$ cat config.mk
export PLATFORM = sky130hd
export DESIGN_NAME = vco_cal_device_flat
export DESIGN_NICKNAME = d
export VERILOG_FILES = /design/src/vco_cal_pkg.sv /design/src/vco_cal_if.sv /design/src/vco_cal_device.sv /design/src/vco_link_shifter.sv /design/src/flat_wrapper.sv
export SDC_FILE = /design/constraint.sdc
export NUM_CORES = 1
export LEC_CHECK = 0
export ABC_AREA = 1
export BUFFER_PORTS_ARGS = -buffer_cell sky130_fd_sc_hd__buf_2
export CORE_MARGIN = 2
export CORE_UTILIZATION = 45
export CTS_BUF_LIST = sky130_fd_sc_hd__clkbuf_2
export DETAILED_ROUTE_END_ITERATION = 8
export PLACE_DENSITY = 0.71
export SLEW_MARGIN = 20
export SYNTH_ARGS = -nofsm -noshare
export SYNTH_HDL_FRONTEND = slang
export SYNTH_HIERARCHICAL = 1
export SYNTH_SLANG_ARGS = --single-unit
$ cat constraint.sdc
create_clock -name I_REF_CLK -period 2.7 [get_ports I_REF_CLK]
set_input_delay 0.135 -clock I_REF_CLK [delete_from_list [all_inputs] [get_ports I_REF_CLK]]
set_output_delay 0.135 -clock I_REF_CLK [all_outputs]
set_load 0.05 [all_outputs]
$ cat src/vco_cal_pkg.sv
/*
  shared constants for the vco band self calibration pair: register
  offsets, field positions, link framing and timing figures.
  assumes both ends and the carrier import it whole.
*/
`default_nettype none
package vco_cal_pkg;
  // device register offsets on the main port
  localparam logic [5:0] REG_INT      = 6'h03;
  localparam logic [5:0] REG_FRAC     = 6'h04;
  localparam logic [5:0] REG_FWD      = 6'h05;
  localparam logic [5:0] REG_MODE     = 6'h06;
  localparam logic [5:0] REG_LOCK     = 6'h07;
  localparam logic [5:0] REG_CAL      = 6'h0a;
  localparam logic [5:0] REG_READBACK = 6'h10;
  localparam int ADDR_W = 6;  // main port address width
  localparam int DATA_W = 24; // main port data width
  localparam int INT_W  = 19; // integer divider width
  // field positions
  localparam int FRAC_MODE_BIT  = 11; // mode reg
  localparam int AUTO_RELOCK_BIT = 13; // lock reg
  localparam int CAL_DIS_BIT    = 11; // cal reg
  localparam int MEAS_N_LSB     = 0;  // cal reg [2:0]
  localparam int WAIT_K_LSB     = 6;  // cal reg [7:6]
  localparam int CLK_SEL_LSB    = 13; // cal reg [14:13]
  localparam int BUSY_BIT       = 8;  // readback reg
  // forwarding word: {data[8:0], vco reg[3:0], subsystem id[2:0]}
  localparam int FWD_ID_W   = 3;
  localparam int FWD_REG_W  = 4;
  localparam int FWD_DATA_W = 9;
  localparam logic [3:0] VCO_SW_REG = 4'h0; // switch register in vco
  localparam logic [2:0] VCO_SUB_ID = 3'h0; // arbitrary default id
  // link and timing
  localparam int LINK_BITS = 16;              // serial clocks per transfer
  localparam logic [8:0] WAIT_UNIT = 9'h064;  // 100 fsm cycles per k
  localparam logic [2:0] DIV_EXP0 = 3'h0;     // 2^m for each select
  localparam logic [2:0] DIV_EXP1 = 3'h2;
  localparam logic [2:0] DIV_EXP2 = 3'h4;
  localparam logic [2:0] DIV_EXP3 = 3'h5;
endpackage
`default_nettype wire

$ cat src/vco_cal_if.sv
/*
  main serial port carrier between host controller and device.
  assumes both ends share I_REF_CLK; read data one cycle after rd.
*/
`timescale 1ns/100ps
`default_nettype none
interface vco_cal_if;
  import vco_cal_pkg::*;
  logic              wr;    // write strobe, one cycle
  logic              rd;    // read strobe, one cycle
  logic [ADDR_W-1:0] addr;  // register offset
  logic [DATA_W-1:0] wdata; // write data
  logic [DATA_W-1:0] rdata; // read data, cycle after rd
  modport device (input wr, rd, addr, wdata, output rdata);
  modport host   (output wr, rd, addr, wdata, input rdata);
endinterface
`default_nettype wire

$ cat src/vco_cal_device.sv
/*
  device end: register file on the main port, vco band self
  calibration state machine, fsm clock divider and vco link.
  assumes vco and pd ticks are one-cycle pulses on I_REF_CLK and
  lock detect is an asynchronous level.
*/
`timescale 1ns/100ps
`default_nettype none
module vco_cal_device
  import vco_cal_pkg::*;
#(
  parameter int SW_W  = 5,  // switch bits of the step tuned vco
  parameter int CNT_W = 28  // vco edge counter width
)
(
  input  wire logic       I_REF_CLK,
  input  wire logic       I_SRST,
  vco_cal_if.device       bus,
  input  wire logic       I_LOCK_DETECT,
  input  wire logic       I_VCO_TICK,
  input  wire logic       I_PD_TICK,
  output logic            O_VCO_SERIAL_CLOCK,
  output logic            O_VCO_SERIAL_DATA,
  output logic            O_VCO_SERIAL_EN,
  output logic            O_TUNE_HOLD,
  output logic            O_CAL_BUSY,
  output logic [INT_W-1:0]  O_PRESCALER_INT,
  output logic [DATA_W-1:0] O_MODULATOR_FRAC
);
  typedef enum logic [2:0] {IDLE, SEND, SENDW, SETTLE, MEAS, DECIDE, LOAD} state_t;
  state_t state;                  // calibration sequencer

  logic [INT_W-1:0]  int_reg;     // integer register
  logic [DATA_W-1:0] frac_reg;    // fractional register
  logic [DATA_W-1:0] fwd_reg;     // forwarding register
  logic [DATA_W-1:0] mode_reg;    // mode register
  logic [DATA_W-1:0] lock_reg;    // lock control register
  logic [DATA_W-1:0] cal_reg;     // calibration config register
  logic [7:0]        sw_readback; // last chosen switch
  logic [4:0]        div_cnt;     // fsm clock divider
  logic [2:0]        div_exp;     // selected m
  logic              fsm_tick;    // one pulse per fsm clock
  logic              fwd_pend;    // host forwarding word waiting
  logic              trig_req;    // accepted calibration request
  logic              relock_req;  // pending relock attempt
  logic              relock_used; // attempt spent for this loss
  logic [2:0]        lock_sync;   // three stage sync
  logic              lock_ok;     // filtered lock level
  logic [SW_W-1:0]   best;        // switch kept so far
  logic [SW_W-1:0]   trial;       // candidate under test
  logic [3:0]        bit_idx;     // bit under test
  logic              last_send;   // final switch transfer
  logic [8:0]        wait_cnt;    // settle counter
  logic [8:0]        pd_cnt;      // pd periods counted
  logic [CNT_W-1:0]  vco_cnt;     // vco edges counted
  logic [CNT_W-1:0]  target;      // expected count
  logic              link_start;  // shifter start pulse
  logic [LINK_BITS-1:0] link_word;
  logic              link_busy;
  logic              link_done;
  logic              wr_int;
  logic              wr_frac;
  logic              wr_fwd;
  logic              frac_mode;
  logic              cal_dis;
  logic              trig;
  logic [2:0]        meas_n;
  logic [1:0]        wait_k;

  assign wr_int    = bus.wr && (bus.addr == REG_INT);
  assign wr_frac   = bus.wr && (bus.addr == REG_FRAC);
  assign wr_fwd    = bus.wr && (bus.addr == REG_FWD);
  assign frac_mode = mode_reg[FRAC_MODE_BIT];
  assign cal_dis   = cal_reg[CAL_DIS_BIT];
  assign meas_n    = cal_reg[MEAS_N_LSB +: 3];
  assign wait_k    = cal_reg[WAIT_K_LSB +: 2];
  // a same-value rewrite still counts as a change request
  assign trig      = !cal_dis && ((wr_frac && frac_mode) || (wr_int && !frac_mode));
  assign trial     = best | (SW_W'(1) << bit_idx);
  assign target    = CNT_W'(int_reg) << meas_n; // integer part only
  assign O_TUNE_HOLD = (state != IDLE);
  assign O_CAL_BUSY  = (state != IDLE);

  // main port register writes
  always_ff @(posedge I_REF_CLK)
  begin
    if (I_SRST)
    begin
      int_reg  <= '0;
      frac_reg <= '0;
      fwd_reg  <= '0;
      mode_reg <= '0;
      lock_reg <= '0;
      cal_reg  <= '0;
    end
    else if (bus.wr)
    begin
      unique case (bus.addr)
        REG_INT:  int_reg  <= bus.wdata[INT_W-1:0];
        REG_FRAC: frac_reg <= bus.wdata;
        REG_FWD:  fwd_reg  <= bus.wdata;
        REG_MODE: mode_reg <= bus.wdata;
        REG_LOCK: lock_reg <= bus.wdata;
        REG_CAL:  cal_reg  <= bus.wdata;
        default:  ; // unmapped writes dropped
      endcase
    end
  end

  // read data one cycle after the strobe; unmapped reads zero
  always_ff @(posedge I_REF_CLK)
  begin
    if (I_SRST)
      bus.rdata <= '0;
    else if (bus.rd)
    begin
      unique case (bus.addr)
        REG_INT:      bus.rdata <= DATA_W'(int_reg);
        REG_FRAC:     bus.rdata <= frac_reg;
        REG_FWD:      bus.rdata <= fwd_reg;
        REG_MODE:     bus.rdata <= mode_reg;
        REG_LOCK:     bus.rdata <= lock_reg;
        REG_CAL:      bus.rdata <= cal_reg;
        REG_READBACK: bus.rdata <= DATA_W'({O_CAL_BUSY, sw_readback});
        default:      bus.rdata <= '0;
      endcase
    end
  end

  // fsm clock: reference divided by 2^m, m from the select field
  always_comb
  begin
    unique case (cal_reg[CLK_SEL_LSB +: 2])
      2'h0:    div_exp = DIV_EXP0;
      2'h1:    div_exp = DIV_EXP1;
      2'h2:    div_exp = DIV_EXP2;
      default: div_exp = DIV_EXP3;
    endcase
  end
  assign fsm_tick = (div_cnt == 5'((6'h01 << div_exp) - 6'h01));

  always_ff @(posedge I_REF_CLK)
  begin
    if (I_SRST || fsm_tick)
      div_cnt <= '0;
    else
      div_cnt <= div_cnt + 5'h01;
  end

  // serial clock is the fsm tick registered one edge late, so link and fsm agree
  always_ff @(posedge I_REF_CLK)
  begin
    if (I_SRST)
      O_VCO_SERIAL_CLOCK <= 1'b0;
    else
      O_VCO_SERIAL_CLOCK <= fsm_tick;
  end

  // lock detect sync; level changes once stages two and three agree
  always_ff @(posedge I_REF_CLK)
  begin
    if (I_SRST)
    begin
      lock_sync <= '0;
      lock_ok   <= 1'b0;
    end
    else
    begin
      lock_sync <= {lock_sync[1:0], I_LOCK_DETECT};
      if (lock_sync[1] == lock_sync[2])
        lock_ok <= lock_sync[2];
    end
  end

  // relock bookkeeping: one attempt per loss, rearmed by relock
  always_ff @(posedge I_REF_CLK)
  begin
    if (I_SRST)
    begin
      relock_req  <= 1'b0;
      relock_used <= 1'b0;
    end
    else
    begin
      if (lock_ok)
        relock_used <= 1'b0;
      if (!lock_ok && lock_reg[AUTO_RELOCK_BIT] && !relock_used && !relock_req)
      begin
        relock_req  <= 1'b1;
        relock_used <= 1'b1;
      end
      else if (state == IDLE && !fwd_pend && relock_req && !trig_req)
        relock_req <= 1'b0;
    end
  end

  // requests while busy are dropped, not queued
  always_ff @(posedge I_REF_CLK)
  begin
    if (I_SRST)
      trig_req <= 1'b0;
    else if (trig && state == IDLE)
      trig_req <= 1'b1;
    else if (state == IDLE && !fwd_pend && trig_req)
      trig_req <= 1'b0;
  end

  // host forwarding words go out when the link is free; set wins
  always_ff @(posedge I_REF_CLK)
  begin
    if (I_SRST)
      fwd_pend <= 1'b0;
    else if (wr_fwd)
      fwd_pend <= 1'b1;
    else if (state == IDLE && !link_busy)
      fwd_pend <= 1'b0;
  end

  // link arbitration; calibration keeps the id field of the reg
  always_comb
  begin
    link_start = 1'b0;
    link_word  = fwd_reg[LINK_BITS-1:0];
    if (state == IDLE && fwd_pend && !link_busy)
      link_start = 1'b1;
    else if (state == SEND)
    begin
      link_start = 1'b1;
      link_word  = {FWD_DATA_W'(last_send ? best : trial), VCO_SW_REG,
                    fwd_reg[FWD_ID_W-1:0]};
    end
  end

  vco_link_shifter u_link (
    .i_clk   (I_REF_CLK),
    .i_srst  (I_SRST),
    .i_tick  (fsm_tick),
    .i_start (link_start),
    .i_word  (link_word),
    .o_data  (O_VCO_SERIAL_DATA),
    .o_busy  (link_busy),
    .o_done  (link_done)
  );
  assign O_VCO_SERIAL_EN = link_busy;

  // calibration sequencer: binary search msb first
  always_ff @(posedge I_REF_CLK)
  begin
    if (I_SRST)
    begin
      state     <= IDLE;
      best      <= '0;
      bit_idx   <= '0;
      last_send <= 1'b0;
      wait_cnt  <= '0;
      pd_cnt    <= '0;
      vco_cnt   <= '0;
    end
    else
    begin
      unique case (state)
        IDLE:
          if (!fwd_pend && (trig_req || relock_req))
          begin
            state     <= SEND;
            best      <= '0;
            bit_idx   <= 4'(SW_W - 1);
            last_send <= 1'b0;
          end
        SEND:
          if (!link_busy)
            state <= SENDW;
        SENDW:
          if (link_done)
          begin
            wait_cnt <= '0;
            pd_cnt   <= '0;
            vco_cnt  <= '0;
            state    <= last_send ? LOAD : SETTLE;
          end
        SETTLE:
          if (wait_cnt >= 9'(wait_k) * WAIT_UNIT)
            state <= MEAS;
          else if (fsm_tick)
            wait_cnt <= wait_cnt + 9'h001;
        MEAS:
        begin
          if (I_VCO_TICK)
            vco_cnt <= vco_cnt + CNT_W'(1);
          if (pd_cnt == (9'h001 << meas_n))
            state <= DECIDE;
          else if (I_PD_TICK)
            pd_cnt <= pd_cnt + 9'h001;
        end
        DECIDE:
        begin
          // more capacitance lowers frequency: keep bit if still fast
          if (vco_cnt > target)
            best <= trial;
          if (bit_idx == 4'h0)
            last_send <= 1'b1;
          else
            bit_idx <= bit_idx - 4'h1;
          state <= SEND;
        end
        LOAD:
          state <= IDLE;
        default:
          state <= IDLE;
      endcase
    end
  end

  // divider loads: at once when disabled, after calibration otherwise
  always_ff @(posedge I_REF_CLK)
  begin
    if (I_SRST)
    begin
      O_PRESCALER_INT  <= '0;
      O_MODULATOR_FRAC <= '0;
      sw_readback      <= '0;
    end
    else if (state == LOAD)
    begin
      O_PRESCALER_INT  <= int_reg;
      O_MODULATOR_FRAC <= frac_reg;
      sw_readback      <= 8'(best);
    end
    else if (cal_dis)
    begin
      if (wr_int)
        O_PRESCALER_INT <= bus.wdata[INT_W-1:0];
      if (wr_frac)
        O_MODULATOR_FRAC <= bus.wdata;
    end
  end
endmodule
`default_nettype wire

$ cat src/vco_link_shifter.sv
/*
  serialiser for the internal vco link: one word, msb first, one bit
  per fsm tick. assumes tick is a one-cycle pulse on the same clock.
*/
`timescale 1ns/100ps
`default_nettype none
module vco_link_shifter
  import vco_cal_pkg::*;
(
  input  wire logic                 i_clk,
  input  wire logic                 i_srst,
  input  wire logic                 i_tick,
  input  wire logic                 i_start,
  input  wire logic [LINK_BITS-1:0] i_word,
  output logic                      o_data,
  output logic                      o_busy,
  output logic                      o_done
);
  logic [LINK_BITS-1:0] shift; // outgoing bits
  logic [4:0]           count; // bits already sent
  logic                 last;  // final bit on this tick

  assign last   = o_busy && i_tick && (count == 5'(LINK_BITS - 1));
  assign o_done = last;
  assign o_data = shift[LINK_BITS-1];

  // load on start, shift one bit per tick, 16 ticks in all
  always_ff @(posedge i_clk)
  begin
    if (i_srst)
    begin
      shift  <= '0;
      count  <= '0;
      o_busy <= 1'b0;
    end
    else if (i_start && !o_busy)
    begin
      shift  <= i_word;
      count  <= '0;
      o_busy <= 1'b1;
    end
    else if (o_busy && i_tick)
    begin
      shift <= {shift[LINK_BITS-2:0], 1'b0};
      count <= count + 5'h01;
      if (last)
        o_busy <= 1'b0;
    end
  end
endmodule
`default_nettype wire
$ cat src/flat_wrapper.sv
// flat-port wrapper written by rule: the top's interface ports become plain ports
module vco_cal_device_flat import vco_cal_pkg::*;
#(
  parameter int SW_W  = 5,                                      
  parameter int CNT_W = 28                           
)
  (I_REF_CLK, I_SRST, I_LOCK_DETECT, I_VCO_TICK, I_PD_TICK, O_VCO_SERIAL_CLOCK, O_VCO_SERIAL_DATA, O_VCO_SERIAL_EN, O_TUNE_HOLD, O_CAL_BUSY, O_PRESCALER_INT, O_MODULATOR_FRAC, bus_wr, bus_rd, bus_addr, bus_wdata, bus_rdata);
  vco_cal_if bus_i ();
  input  wire logic I_REF_CLK;
  input  wire logic I_SRST;
  input  wire logic I_LOCK_DETECT;
  input  wire logic I_VCO_TICK;
  input  wire logic I_PD_TICK;
  output logic O_VCO_SERIAL_CLOCK;
  output logic O_VCO_SERIAL_DATA;
  output logic O_VCO_SERIAL_EN;
  output logic O_TUNE_HOLD;
  output logic O_CAL_BUSY;
  output logic [INT_W-1:0] O_PRESCALER_INT;
  output logic [DATA_W-1:0] O_MODULATOR_FRAC;
  input wire logic [$bits(bus_i.wr)-1:0] bus_wr;
  input wire logic [$bits(bus_i.rd)-1:0] bus_rd;
  input wire logic [$bits(bus_i.addr)-1:0] bus_addr;
  input wire logic [$bits(bus_i.wdata)-1:0] bus_wdata;
  output wire logic [$bits(bus_i.rdata)-1:0] bus_rdata;
  assign bus_i.wr = bus_wr;
  assign bus_i.rd = bus_rd;
  assign bus_i.addr = bus_addr;
  assign bus_i.wdata = bus_wdata;
  assign bus_rdata = bus_i.rdata;
  vco_cal_device #(.SW_W(SW_W), .CNT_W(CNT_W)) u_core (.I_REF_CLK(I_REF_CLK), .I_SRST(I_SRST), .bus(bus_i), .I_LOCK_DETECT(I_LOCK_DETECT), .I_VCO_TICK(I_VCO_TICK), .I_PD_TICK(I_PD_TICK), .O_VCO_SERIAL_CLOCK(O_VCO_SERIAL_CLOCK), .O_VCO_SERIAL_DATA(O_VCO_SERIAL_DATA), .O_VCO_SERIAL_EN(O_VCO_SERIAL_EN), .O_TUNE_HOLD(O_TUNE_HOLD), .O_CAL_BUSY(O_CAL_BUSY), .O_PRESCALER_INT(O_PRESCALER_INT), .O_MODULATOR_FRAC(O_MODULATOR_FRAC));
endmodule
==> metrics.yaml <==
yosys-top-cells-area: "dfxtp_1 40%, nand2_1 12%, a21oi_1 8.5%"
r2r_end: "u_core/best[1]"
start_util_pct: 45.74
antenna_found_initial: 1
wl_um: 49470
route.detailed.drc: 0
worstPathArrival_ns: 3.47
fin_nets: 2477
max-slew-margin-rel_pct: 33.77
status: "finished clean"
required_ns: 3.60
end_kind: "flop"
io_buffers: 108
yosys_register_bits: 306
rr_startpoint: "u_core/cal_reg[0]"
synthToLayoutAreaGrowth_pct: 14.12
die_y_um: 188.6
crit_chain: "dlygate4sd3_1 > buf_2 > nand2_1 > nor2_1 > nand3_1 > inv_2 > buf_4 > nand3_1 > dlygate4sd3_1 > a21oi_1 > dlygate4sd3_1"
clkTransAtPathRegs_ns: 0.12
row_count: 67
synth_top_cell_by_area: "dfxtp_1"
synth_cells: 2220
grt_max_degree: 107
netlist_area_um2: 15340
critPathTopFamily: "buffers and inverters"
core-area_um2: 33530
h-tree-depth: 3
clock-sinks: 306
viasPerCell: 5.470
cts_tree: "yes"
worst-r2r-cell-count: 15
dp_hpwl_um: 34700
nFillCells: 3302
wl_per_cell_um: 17.08
finalSetupTns_ns: 0
clock_path_buffers: 3
reg2reg_slack_ns: 0.21
yosys_warnings: 6
overflow: 0
critical_path_class: "in -> reg"
critPathMaxFanout: 8
die-area_um2: 35580
ys_types: 51
cp_common_cell: "dlygate4sd3_1"
maxCapViolations: 0
ant_nets: 0
max_stage_delay_ns: 0.58
synth_edf_count: 0
power.density_nw_per_um2: 523.1
setup_viol: 0
layout_commonest_cell: "nand2_1"
min_delay_worst_endpoint: "u_core/O_MODULATOR_FRAC[23]"
gp_congestion: 0.9411
drt_iter0_drc: 1736
async_flop_share_pct: 0
holdCritStartpoint: "bus_wdata[23]"
clkLatencyLatePin_ns: 0.94
grt_pass1_vias: 14650
worstSetupStartpointType: "input pin"
worst_path_max_delay_cell: "dlygate4sd3_1"
vias: 15840
slew_viol_final: 0
die_w_um: 188.6
largest-register: "u_core/vco_cnt"
min_period_ns: 2.568
whs_path_depth: 4
layout_common_cells: "475 x nand2_1, 305 x dfxtp_1, 261 x a21oi_1"
yosys_most_used_dff: "dfxtp_1"
vdd_drop_max_mv: 0.3479
grt_usage_pct: 27.13
drive_gt1_share_pct: 14.30
pin_count: 109
max_freq_mhz: 389.4
hold_viol: 0
finalClockSkew_ns: 0.06737
p_leak_nw: 7.258
synth_fp_nets: 2303
hold_class: "in -> reg"
grt_pass1_wl_um: 77060
crit_buf_inv: 6
dr.pass1.iters: 6
synth_top_area_share_pct: 39.94
numCtsBuffers: 83
cts_root_buffer: "clkbuf_2"
finalCritPeriodShare_pct: 95.12
worstMarginPinSlew_ns: 0.9923
largest_register_ffs: 28
synth_seq_area_share_pct: 39.94
syn_avg_cell_area_um2: 6.909
final_cells: 2896
place_inst: 2713
## cell usage after synthesis, types with 6 or more instances
master / number
o2111ai_1: 6
xnor2_1: 6
clkbuf_1: 70
nand2_2: 7
buf_4: 9
a31oi_1: 6
inv_2: 23
nand2_1: 475
xor2_1: 10
inv_1: 212
nor2_1: 199
a22oi_1: 18
dfxtp_1: 306
a21oi_1: 261
ha_1: 46
o22ai_1: 21
nand4_1: 26
nor2_2: 8
nor3_1: 18
o21ai_0: 223
o21ai_1: 44
o211ai_1: 6
buf_2: 29
nand3_1: 118
nand3b_1: 10
## cell families after synthesis
| logic type | share of synthesized area [%] |
|---|---|
| AND/OR/NAND/NOR | 25.02 |
| buffers and inverters | 9.128 |
| multiplexers | 0.3263 |
| XOR/XNOR | 0.9136 |
| AO/OA/AOI/OAI | 20.92 |
| flip-flops | 39.94 |
| adder cells (fa/ha/maj) | 3.752 |
## what timing repair did
action	CTS	global route
hold buffers	43	0
hold endpoints to repair	266	0
endpoints found under the setup margin	0	7
setup buffers	0	0
resized for setup	0	16
## how the worst max path moves through the flow
stage,slack (ns),depth (start not counted),endpoint,startpoint
after global routing,-0.02,18,u_core/best[4],u_core/cal_reg[0]
final,0.13,11,u_core/lock_reg[5],bus_addr[0]
after global placement,0.22,19,u_core/best[3],u_core/cal_reg[0]
after detailed placement,0.17,15,u_core/best[1],u_core/cal_reg[0]
after CTS,0.16,15,u_core/best[1],u_core/cal_reg[0]
after floorplan,0.26,18,u_core/best[0],u_core/cal_reg[0]
## per-stage QoR
step                area (um2)  setup WS [ns]  power (mW)  hold slack, ns  util, %
global placement         16350         0.2159       6.055          0.3386    48.76
CTS                      17460         0.1564       9.189        0.001110    52.06
finish                   17500         0.1319       9.157         0.08264    52.20
global route             17500       -0.02355       9.633         0.07180    52.20
floorplan                15340         0.2581       5.703          0.2041        -
detailed placement       16350         0.1685       6.074          0.3436    48.76
## power by group
| group | total [mW] | internal, mW | leakage (nW) | switching (mW) |
|---|---|---|---|---|
| Combinational | 1.34 | 0.393 | 4.25 | 0.943 |
| Clock | 3.11 | 1.17 | 0.542 | 1.94 |
| Sequential | 4.71 | 4.63 | 2.47 | 0.0851 |
| Total | 9.16 | 6.19 | 7.26 | 2.97 |
## metal layers
layer | track usage [%] | part of all wire, %
met1 | 36.79 | 43
met4 | 11.48 | 3.5
met3 | 4.880 | 9.4
met5 | 0 | 0
met2 | 42.43 | 44
## final cells by class
class | instances | area (um2) | share of cell area, %
repair buffers | 201 | 1404 | 8.020
inverters | 240 | 904.6 | 5.168
flip-flops and latches | 306 | 6130 | 35.02
clock buffers | 119 | 595.6 | 3.402
multi-input cells | 1562 | 7828 | 44.72
diodes | 1 | 2.502 | 0.01430
clock inverters | 19 | 80.08 | 0.4575
well taps | 448 | 560.5 | 3.202
## tightest hold or removal path, stage by stage
cell	delay, ns
dlygate4sd3_1	0.52
buf_2	0.17
nand2_1	0.07
a31oi_1	0.07
No activity file was read; power rests on OpenSTA's default activity.
